### src/common/serial_config_source_cfg.svh
`ifndef SERIAL_CONFIG_SOURCE_CFG_SVH
`define SERIAL_CONFIG_SOURCE_CFG_SVH

// stored bitstream
`define CFG_ADDR_W        10
`define CFG_DEPTH         1024
`define CFG_ADDR_ZERO     10'h000
`define CFG_ADDR_ONE      10'h001
`define CFG_LAST_ADDR     10'h3ff

// timing
`define CFG_SYS_PERIOD_NS 50
`define CFG_LINK_PERIOD_NS 400
`define CFG_HALF_CYCLES   (`CFG_LINK_PERIOD_NS / (2 * `CFG_SYS_PERIOD_NS))
`define CFG_DIV_W         3
`define CFG_POR_NS        2000
`define CFG_POR_CYCLES    \
   ((`CFG_POR_NS + `CFG_SYS_PERIOD_NS - 1) / `CFG_SYS_PERIOD_NS)
`define CFG_INIT_LOW_NS   1000
`define CFG_INIT_LOW_CYCLES \
   ((`CFG_INIT_LOW_NS + `CFG_SYS_PERIOD_NS - 1) / `CFG_SYS_PERIOD_NS)
`define CFG_CNT_W         6

// synchroniser vector layout
`define CFG_SY_W          6
`define CFG_SY_OE         0
`define CFG_SY_CS_N       1
`define CFG_SY_MODE_LO    2
`define CFG_SY_MODE_HI    3
`define CFG_SY_RECFG      4
`define CFG_SY_CASC       5
`define CFG_SY_RESET      6'h00

`endif

### src/common/serial_config_source_pkg.sv
package serial_config_source_pkg;

   typedef enum logic [3:0] {
      ST_RESET = 4'h1,
      ST_IDLE  = 4'h2,
      ST_RUN   = 4'h4,
      ST_DONE  = 4'h8
   } xfer_state_t;

   typedef enum logic [2:0] {
      IC_IDLE = 3'h1,
      IC_LOW  = 3'h2,
      IC_HIGH = 3'h4
   } init_state_t;

   typedef enum logic [1:0] {
      PROTO_P0 = 2'h0,
      PROTO_P1 = 2'h1,
      PROTO_P2 = 2'h2,
      PROTO_P3 = 2'h3
   } proto_t;

endpackage : serial_config_source_pkg

### src/logic/config_bit_store.sv
`timescale 1ns/100ps
`include "serial_config_source_cfg.svh"

module config_bit_store (
   input  wire logic                   sys_clk,
   input  wire logic                   reset,
   input  wire logic                   load_en,
   input  wire logic [`CFG_ADDR_W-1:0] load_addr,
   input  wire logic                   load_bit,
   input  wire logic [`CFG_ADDR_W-1:0] rd_addr,
   output logic                        rd_bit
);

   logic mem [`CFG_DEPTH];
   logic rd_bit_ff;

   always_ff @(posedge sys_clk) begin
      if (load_en) begin
         mem[load_addr] <= load_bit;
      end
   end

   always_ff @(posedge sys_clk) begin
      if (reset) begin
         rd_bit_ff <= 1'b0;
      end else begin
         rd_bit_ff <= mem[rd_addr];
      end
   end

   assign rd_bit = rd_bit_ff;

endmodule : config_bit_store

### src/logic/serial_config_source.sv
`timescale 1ns/100ps
`include "serial_config_source_cfg.svh"

// Function
// [RULE1] output-enable low clears the address counter and floats data.
// [RULE2] chip select high after reset pulse keeps counter stopped, data floating.
// [RULE3] chip select low with output-enable high runs counter and drives data.
// [RULE4] any later output-enable low resets counter and floats data always.
// [RULE5] both controls active gate data buffer, counter and oscillator.
// [RULE6] rising output-enable latches operating mode and target protocol.
// [RULE7] after last bit and cascade select low, data output floats.
// [RULE8] output-enable is open drain: pull low or release, level sensed.
// [RULE9] jtag request pulls reload line low, then drives it high.
// [RULE10] leaving the jtag request state releases the reload line.
// [RULE11] transfer runs alone on chip select, output-enable and clock.
// [RULE12] only cascade-capable parts assert cascade select when exhausted.
// [RULE13] serial clock comes from internal oscillator, data shifts with it.
// [RULE14] bitstream leaves on the single data pin to the target.
// [RULE15] one bit per clock cycle, address rising by one each cycle.

module serial_config_source (
   input  wire logic                   sys_clk,
   input  wire logic                   reset,
   input  wire logic                   oe_in,
   output logic                        oe_out,
   output logic                        oe_en,
   input  wire logic                   chip_select_n,
   input  wire logic [1:0]             mode_sel,
   input  wire logic                   cascade_strap,
   input  wire logic                   jtag_reconfig,
   input  wire logic                   load_en,
   input  wire logic [`CFG_ADDR_W-1:0] load_addr,
   input  wire logic                   load_bit,
   output logic                        dclk_out,
   output logic                        target_serial_input,
   output logic                        target_serial_input_en,
   output logic                        cascade_select_low,
   output logic                        init_conf_out,
   output logic                        init_conf_en,
   output serial_config_source_pkg::proto_t active_proto
);

   function automatic logic [`CFG_CNT_W-1:0] cnt_inc(
      input logic [`CFG_CNT_W-1:0] val
   );
      cnt_inc = val + `CFG_CNT_W'(1);
   endfunction : cnt_inc

   ////////////////////////////////////////////////////////////////////////
   // pin synchronisers

   logic [`CFG_SY_W-1:0] pins_raw;
   logic [`CFG_SY_W-1:0] meta_ff;
   logic [`CFG_SY_W-1:0] sync_ff;
   logic                 oe_s;
   logic                 cs_n_s;
   logic [1:0]           mode_s;
   logic                 recfg_s;
   logic                 casc_s;

   assign pins_raw = {cascade_strap, jtag_reconfig, mode_sel,
                      chip_select_n, oe_in};

   always_ff @(posedge sys_clk) begin
      if (reset) begin
         meta_ff <= `CFG_SY_RESET;
         sync_ff <= `CFG_SY_RESET;
      end else begin
         meta_ff <= pins_raw;
         sync_ff <= meta_ff;
      end
   end

   assign oe_s    = sync_ff[`CFG_SY_OE];      // RULE8
   assign cs_n_s  = sync_ff[`CFG_SY_CS_N];
   assign mode_s  = sync_ff[`CFG_SY_MODE_HI:`CFG_SY_MODE_LO];
   assign recfg_s = sync_ff[`CFG_SY_RECFG];
   assign casc_s  = sync_ff[`CFG_SY_CASC];

   ////////////////////////////////////////////////////////////////////////
   // power-on hold of the open-drain output-enable line

   logic [`CFG_CNT_W-1:0] por_cnt_ff;
   logic [`CFG_CNT_W-1:0] nxt_por_cnt;
   logic                  por_active;

   assign por_active = (por_cnt_ff != `CFG_CNT_W'(`CFG_POR_CYCLES));

   always_comb begin
      nxt_por_cnt = por_cnt_ff;
      if (por_active) begin
         nxt_por_cnt = cnt_inc(por_cnt_ff);
      end
   end

   always_ff @(posedge sys_clk) begin
      if (reset) begin
         por_cnt_ff <= '0;
      end else begin
         por_cnt_ff <= nxt_por_cnt;
      end
   end

   // only ever pulls low or releases
   assign oe_out = 1'b0;                          // RULE8
   assign oe_en  = por_active;                    // RULE8

   ////////////////////////////////////////////////////////////////////////
   // mode capture on output-enable rising

   serial_config_source_pkg::proto_t proto_ff;
   serial_config_source_pkg::proto_t nxt_proto;
   logic                             oe_prev_ff;
   logic                             oe_rise;

   assign oe_rise = oe_s && !oe_prev_ff;

   always_comb begin
      nxt_proto = proto_ff;
      if (oe_rise) begin
         nxt_proto = serial_config_source_pkg::proto_t'(mode_s); // RULE6
      end
   end

   always_ff @(posedge sys_clk) begin
      if (reset) begin
         proto_ff   <= serial_config_source_pkg::PROTO_P0;
         oe_prev_ff <= 1'b0;
      end else begin
         proto_ff   <= nxt_proto;
         oe_prev_ff <= oe_s;
      end
   end

   assign active_proto = proto_ff;

   ////////////////////////////////////////////////////////////////////////
   // transfer engine: counter, oscillator, data gating

   serial_config_source_pkg::xfer_state_t state_ff;
   serial_config_source_pkg::xfer_state_t nxt_state;
   logic [`CFG_ADDR_W-1:0] addr_ff;
   logic [`CFG_ADDR_W-1:0] nxt_addr;
   logic [`CFG_DIV_W-1:0]  div_ff;
   logic [`CFG_DIV_W-1:0]  nxt_div;
   logic                   dclk_ff;
   logic                   nxt_dclk;
   logic                   osc_en;
   logic                   div_end;
   logic                   dclk_rise;
   logic                   store_bit;
   logic                   last_ff;
   logic                   nxt_last;

   assign osc_en    = (state_ff == serial_config_source_pkg::ST_RUN)
                      && oe_s && !cs_n_s;                       // RULE5
   assign div_end   = (div_ff == `CFG_DIV_W'(`CFG_HALF_CYCLES - 1));
   assign dclk_rise = osc_en && div_end && !dclk_ff;

   always_comb begin
      nxt_state = state_ff;
      nxt_addr  = addr_ff;
      nxt_div   = div_ff;
      nxt_dclk  = dclk_ff;
      nxt_last  = last_ff;
      if (osc_en) begin
         if (div_end) begin
            nxt_div  = '0;
            nxt_dclk = !dclk_ff;                               // RULE13
         end else begin
            nxt_div = div_ff + `CFG_DIV_W'(1);
         end
      end
      unique case (state_ff)
         serial_config_source_pkg::ST_RESET: begin
            nxt_addr = `CFG_ADDR_ZERO;
            nxt_div  = '0;
            nxt_dclk = 1'b0;
            if (oe_s) begin
               nxt_state = cs_n_s ? serial_config_source_pkg::ST_IDLE
                                  : serial_config_source_pkg::ST_RUN;
            end
         end
         serial_config_source_pkg::ST_IDLE: begin
            if (!cs_n_s) begin
               nxt_state = serial_config_source_pkg::ST_RUN;     // RULE3
            end
         end
         serial_config_source_pkg::ST_RUN: begin
            if (last_ff) begin
               // last bit stands one cycle past its clock rise
               nxt_state = serial_config_source_pkg::ST_DONE;    // RULE7
            end else if (cs_n_s) begin
               nxt_state = serial_config_source_pkg::ST_IDLE;    // RULE5
            end else if (dclk_rise) begin
               if (addr_ff == `CFG_LAST_ADDR) begin
                  nxt_last = 1'b1;                               // RULE7
               end else begin
                  nxt_addr = addr_ff + `CFG_ADDR_ONE;            // RULE15
               end
            end
         end
         serial_config_source_pkg::ST_DONE: begin
            nxt_state = serial_config_source_pkg::ST_DONE;
         end
      endcase
      // output-enable low overrides everything
      if (!oe_s) begin
         nxt_state = serial_config_source_pkg::ST_RESET;         // RULE4
         nxt_addr  = `CFG_ADDR_ZERO;                             // RULE1
         nxt_div   = '0;
         nxt_dclk  = 1'b0;
         nxt_last  = 1'b0;
      end
   end

   always_ff @(posedge sys_clk) begin
      if (reset) begin
         state_ff <= serial_config_source_pkg::ST_RESET;
         addr_ff  <= `CFG_ADDR_ZERO;
         div_ff   <= '0;
         dclk_ff  <= 1'b0;
         last_ff  <= 1'b0;
      end else begin
         state_ff <= nxt_state;                                  // RULE11
         addr_ff  <= nxt_addr;
         div_ff   <= nxt_div;
         dclk_ff  <= nxt_dclk;
         last_ff  <= nxt_last;
      end
   end

   config_bit_store u_store (
      .sys_clk   (sys_clk),
      .reset     (reset),
      .load_en   (load_en),
      .load_addr (load_addr),
      .load_bit  (load_bit),
      .rd_addr   (addr_ff),
      .rd_bit    (store_bit)
   );

   assign dclk_out               = dclk_ff;                      // RULE13
   assign target_serial_input    = store_bit;                    // RULE14
   assign target_serial_input_en =
      (state_ff == serial_config_source_pkg::ST_RUN);            // RULE2
   assign cascade_select_low     =
      !((state_ff == serial_config_source_pkg::ST_DONE) && casc_s); // RULE12

   ////////////////////////////////////////////////////////////////////////
   // jtag-triggered reload request

   serial_config_source_pkg::init_state_t ic_ff;
   serial_config_source_pkg::init_state_t nxt_ic;
   logic [`CFG_CNT_W-1:0] ic_cnt_ff;
   logic [`CFG_CNT_W-1:0] nxt_ic_cnt;

   always_comb begin
      nxt_ic     = ic_ff;
      nxt_ic_cnt = ic_cnt_ff;
      unique case (ic_ff)
         serial_config_source_pkg::IC_IDLE: begin
            nxt_ic_cnt = '0;
            if (recfg_s) begin
               nxt_ic = serial_config_source_pkg::IC_LOW;        // RULE9
            end
         end
         serial_config_source_pkg::IC_LOW: begin
            nxt_ic_cnt = cnt_inc(ic_cnt_ff);
            if (!recfg_s) begin
               nxt_ic = serial_config_source_pkg::IC_IDLE;       // RULE10
            end else if (ic_cnt_ff ==
                         `CFG_CNT_W'(`CFG_INIT_LOW_CYCLES - 1)) begin
               nxt_ic = serial_config_source_pkg::IC_HIGH;       // RULE9
            end
         end
         serial_config_source_pkg::IC_HIGH: begin
            if (!recfg_s) begin
               nxt_ic = serial_config_source_pkg::IC_IDLE;       // RULE10
            end
         end
      endcase
   end

   always_ff @(posedge sys_clk) begin
      if (reset) begin
         ic_ff     <= serial_config_source_pkg::IC_IDLE;
         ic_cnt_ff <= '0;
      end else begin
         ic_ff     <= nxt_ic;
         ic_cnt_ff <= nxt_ic_cnt;
      end
   end

   assign init_conf_en  = (ic_ff != serial_config_source_pkg::IC_IDLE);
   assign init_conf_out = (ic_ff == serial_config_source_pkg::IC_HIGH);
endmodule : serial_config_source

### config.mk
export PLATFORM = sky130hd
export DESIGN_NAME = serial_config_source
export DESIGN_NICKNAME = d
export VERILOG_FILES = /design/src/common/serial_config_source_pkg.sv /design/src/logic/config_bit_store.sv /design/src/logic/serial_config_source.sv
export VERILOG_INCLUDE_DIRS = /design/src /design/src/common
export SDC_FILE = /design/constraint.sdc
export NUM_CORES = 1
export LEC_CHECK = 0
export BUFFER_PORTS_ARGS = -buffer_cell sky130_fd_sc_hd__buf_2
export CAP_MARGIN = 20
export CORE_MARGIN = 10
export CORE_UTILIZATION = 50
export DETAILED_ROUTE_END_ITERATION = 7
export GPL_TIMING_DRIVEN = 0
export PLACE_DENSITY = 0.68
export SYNTH_ARGS = -nofsm -noshare
export SYNTH_HDL_FRONTEND = slang
export SYNTH_SLANG_ARGS = --single-unit
### constraint.sdc
create_clock -name sys_clk -period 3.3 [get_ports sys_clk]
set_input_delay 0.165 -clock sys_clk [delete_from_list [all_inputs] [get_ports sys_clk]]
set_output_delay 0.165 -clock sys_clk [all_outputs]
set_load 0.01 [all_outputs]
Word level (Yosys, flattened, before mapping)
Memories as Yosys holds them, arrays and structs flattened. A register that Yosys moved wholly into a read port is not among the register bits.
Cells that the tools add are included.
- $add $sub $neg: 4
- eq/ne operators: 21
- mux-type cells: 23
- bitwise logic cells: 1
- reduce and logical (&&, ||, !) cells: 18
- operators by type and width (cell ; count):
    10-bit two-way mux ; 4
    10-bit case mux with 2 select lines ; 1
    3-bit two-way mux ; 6
    4-bit case mux with 4 select lines ; 1
    6-bit by 1-bit adder with 6-bit output, second input constant ; 2
    4-bit two-way mux ; 3
    2-bit inequality test, second input constant ; 6
    6-bit case mux with 2 select lines ; 1
    10-bit by 1-bit adder with 10-bit output, second input constant ; 1
    10-bit equality test, second input constant ; 1
    3-bit case mux with 3 select lines ; 1
    3-bit by 2-bit equality test with 1-bit output, second input constant ; 2
    6-bit by 5-bit equality test with 1-bit output, second input constant ; 1
    1-bit logical AND ; 6
    1-bit two-way mux ; 6
    3-bit by 1-bit inequality test with 1-bit output, second input constant ; 2
    6-bit inequality test, second input constant ; 1
    5-bit AND reduction ; 1
    4-bit by 1-bit equality test with 1-bit output, second input constant ; 1
    4-bit by 2-bit equality test with 1-bit output, second input constant ; 1
    4-bit by 3-bit equality test with 1-bit output, second input constant ; 1
    4-bit equality test, second input constant ; 1
    1-bit logical NOT ; 4
    2-bit AND reduction ; 2
    other kinds (10) ; 11
- flip-flop bits (word level): 49
- memory bits (writable): 1024
- output and inout port bits: 10
- memories kept: 1
- memories (memory ; words ; width ; rd ports ; clocked after memory_dff ; wr ports ; line ; source):
    u_store.mem ; 1024 ; 1 ; 1 ; 1 ; 1 ; config_bit_store.sv:14 ; logic mem [`CFG_DEPTH];

Depth between registers and ports, before layout
- depth after elaboration: 9
- depth in mapped cells: 13

Modules after synthesis
From an unflattened synthesis, not the netlist that was laid out.
- cell total of the unflattened synthesis: 3523
- area, all modules: 47036.4 um2
- by module, submodules not included (module ; times used ; cells each ; area each (um2) ; sequential area each (um2)):
    config_bit_store ; 1 ; 3281 ; 44868.0 ; 30769.5
    serial_config_source ; 1 ; 242 ; 2168.3 ; 980.9

Worst setup path before layout
Ideal clock, no wire load.
- path kind: register -> register
- start point: reg addr_ff[0]
- end point: reg u_store.rd_bit_ff (netlist: u_store.rd_bit) (read register of u_store.mem)
- library setup time: 127 ps
- data arrival time: 2194 ps
- data required time: 3173 ps
- path slack: 978 ps
- cell stages (with the launch flop): 12
- path buffers: 4
- clock period less this slack: 2322 ps
- cells stage by stage: dfxtp_1 > buf_6 > buf_12 > buf_6 > buf_6 > mux2i_1 > a22oi_1 > a22o_1 > a2111oi_2 > nor3_1 > nor4_2 > a31oi_1
- RTL lines (what ; line ; source):
    from (decl) ; serial_config_source.sv:142 ; logic [`CFG_ADDR_W-1:0] addr_ff;
    from (signal assigned) ; serial_config_source.sv:220 ; addr_ff <= `CFG_ADDR_ZERO;
    from (signal assigned) ; serial_config_source.sv:226 ; addr_ff <= nxt_addr;
    to (decl) ; config_bit_store.sv:15 ; logic rd_bit_ff;

==> impl_results.md <==
- Avg WL per Cell: 30.1 µm
- Ys flop type: edfxtp_1
- Status: finished, violations left
- Post-synth EDFFs: 1,024
- Via count: 30.9k
- Failing checks: hold timing, setup timing
- Total global routing track utilization: 0.268
- Horiz. Die Dim: 326 µm
- Worst Hold Class: input port to flip-flop
- Residual DRC: 0
- Ports: 30
- Number of global-route vias before repair: 29.2k
- DR pass1 iterations: 6
- Setup TNS: -0.0923 ns
- Post-synthesis average cell area: 13.9 µm²
- Final Cycle Share: 1.03
- Full die area: 106,000 µm²
- Critical Path Start Type: flip-flop
- Distinct cells, synth: 68
- DR vias/cell: 6.36
- Most common cell after layout, fill and taps aside: nor2_1
- GRT Residual Overflow: 0
- Clock latency on the worst-skew pair: 0.73 ns
- Drt initial violations: 5,260
- Fmax: 295 MHz
- H-tree depth: 3
- Fin. Hold Viols: 1
- Final-report max-slew violation count: 0
- Initial Util: 0.503
- #FFs+latches synth: 1,074
- Syn nets: 3,386
- Commonest non-fill, non-tap cells in the layout: nor2_1, edfxtp_1, clkbuf_1
- Minimum clock period: 3.39 ns
- Worst path arrival time: 3.99 ns
- Clk buf depth: 3
- CP required: 3.89 ns
- Area grow syn2layout: 12.8%
- Std cell rows: 112
- Worst Skew: 0.0416 ns
- Port bufs: 28
- Setup violators final: 1
- Worst rel slew slack: 0.201
- Post-synth ARST share: 0
- Routability cong.: 0.975
- Initial antenna violation count: 9
- Hpwl dp: 95.7 mm
- Syn Inst Count: 3,361
- CTS tree: built
- Crit Path Max Fanout: 10
- Pwr per Cell Area: 524 nW/µm²
- CORE AREA: 93,200 µm²
- Setup Crit Path Kind: flip-flop to flip-flop
- Sequential-to-total area share from yosys stat: 0.677
- Pleak: 15.4 nW
- Nets: 3,542
- CTS buffer count: 110
- Clock-pin slew on the worst setup and hold paths: 0.06 ns
- DRT antenna net count: 0
- Largest net degree at the start of global routing: 194
- Syn Std Cell Area: 46,900 µm²
- Final hold slack: -0.00455 ns
- Root Buffer: clkbuf_16
- First-pass GRT wire length: 206 mm
- CTS sink count: 1,074
- Slack of the critical path: -0.0923 ns
- CP endpoint kind: flip-flop
- Die Y: 326 µm
- Synthesis warning total: 0
- Worst-margin pin slew: 1.20 ns
- Maximum vdd drop: 0.444 mV
- Post-Route WL: 146 mm
- Max_cap viols: 0
- Share of layout cells above drive strength 1: 0.150
-- report_power, final --
| part | internal, W | leakage (nW) | switching (W) | total [W] |
|---|---|---|---|---|
| registers | 0.0149 | 9.61 | 0.0000125 | 0.0149 |
| clock network | 0.00685 | 1.71 | 0.00533 | 0.0122 |
| logic | 0.000100 | 4.09 | 0.000459 | 0.000560 |
-- synthesized netlist by cell type, types with 3 or more instances --
library cell / count / area (µm²)
xnor2_1: 9 / 78.8
a22o_1: 3 / 26.3
buf_8: 9 / 135
dfxtp_1: 50 / 1000
or2_2: 4 / 25.0
nand3b_1: 5 / 37.5
ha_1: 5 / 62.6
mux4_1: 31 / 815
nor2b_1: 31 / 194
and2_1: 8 / 50.1
nor4b_1: 4 / 35.0
mux4_2: 182 / 4100
nor4_1: 7 / 43.8
inv_1: 9 / 33.8
nor3_1: 37 / 185
mux2i_1: 91 / 911
buf_12: 7 / 140
nand4_1: 6 / 37.5
buf_6: 15 / 169
a31oi_1: 13 / 81.3
and3_1: 8 / 50.1
or3_1: 4 / 25.0
nor3b_1: 9 / 67.6
buf_1: 49 / 184
a311oi_1: 3 / 26.3
a211oi_1: 13 / 97.6
a221oi_1: 18 / 158
clkbuf_1: 191 / 717
and3b_1: 3 / 26.3
o221ai_1: 17 / 149
o21ai_0: 24 / 120
nand3_1: 68 / 340
xor2_1: 5 / 43.8
nand2_1: 106 / 398
o22ai_1: 33 / 206
buf_2: 32 / 160
a21oi_1: 30 / 150
o2111ai_1: 5 / 43.8
edfxtp_1: 1024 / 30700
buf_4: 14 / 105
nand2b_1: 8 / 50.1
a22oi_1: 35 / 263
nor2_1: 1087 / 4080
mux2_2: 20 / 225
-- layout make-up --
type | instances | area [µm²]
plain buffers | 313 | 1860
diodes | 5 | 12.5
clock buffers | 143 | 2990
flip-flops and latches | 1074 | 31800
inverters | 12 | 46.3
fillers | 7483 | 40300
repair buffers | 48 | 460
well taps | 1254 | 1570
multi-input cells | 1958 | 13700
clock inverters | 59 | 492
-- sequential cells by signal (all words and copies together) (netlist names), 2 cells and up --
name / cells
por_cnt_ff: 6
ic_ff: 3
sync_ff: 6
meta_ff: 6
ic_cnt_ff: 6
u_store.mem: 1024
div_ff: 3
active_proto: 2
state_ff: 4
addr_ff: 10
-- path summary, 6_finish.rpt --
path	slack (ns)	start	end	depth (start not counted)
setup / recovery	-0.09	addr_ff[3]$_SDFFE_PP0P_	u_store.rd_bit$_SDFF_PP0_	8
hold / removal	-0.005	load_bit	u_store.mem[48]$_DFFE_PP_	1
setup reg to reg	-0.09	addr_ff[3]$_SDFFE_PP0P_	u_store.rd_bit$_SDFF_PP0_	8
hold reg to reg	0.44	meta_ff[0]$_SDFF_PP0_	sync_ff[0]$_SDFF_PP0_	1
-- metal layers --
metal  up-vias  share of wire  GRT usage
li1      12689              -          -
met5         -        0.00020          0
met2      2181           0.45      0.409
met3       421           0.13     0.0682
met1     15650           0.36      0.357
met4         4          0.056      0.133
-- per-stage QoR --
stage | cells | power, W | util | worst slack, ns | cell area, µm²
5_1_grt | 4862 | 0.0283 | 0.567 | -0.00144 | 52900
3_3_place_gp | 4643 | 0.0159 | 0.521 | -9.82 | 48600
4_1_cts | 4857 | 0.0277 | 0.565 | 0.00680 | 52600
3_5_place_dp | 4651 | 0.0158 | 0.523 | -1.19 | 48800
2_1_floorplan | 3361 | 0.0154 | - | 0.978 | 46900
6_report | 4866 | 0.0277 | 0.567 | -0.0923 | 52900
-- repair_timing --
action | 4_1_cts | 5_1_grt
hold buffers | 7 | 0
pin swaps | 2 | 6
hold endpoints to repair | 9 | 0
buffers inserted | 0 | 4
setup endpoints to repair | 3 | 1
cloned | 0 | 1
gates resized for setup | 92 | 42
-- cells by family after synthesis --
logic type               share of synthesized area
flip-flops                                   0.677
buffers and inverters                       0.0353
XOR/XNOR                                   0.00262
other                                    0.0000800
AND/OR/NAND/NOR                              0.123
multiplexers                                 0.129
AO/OA/AOI/OAI                               0.0310
adder cells (fa/ha/maj)                    0.00133
-- worst max-delay path, stage by stage, from the launching register on --
cell and delay, ns:
dfxtp_1 0.52, buf_4 0.32, buf_6 0.25, clkbuf_1 0.73, a211oi_1 0.23, a311oi_1 0.50
o22ai_1 0.17, a41o_1 0.28, a31oi_4 0.24
(Power assumes the default switching activity.)
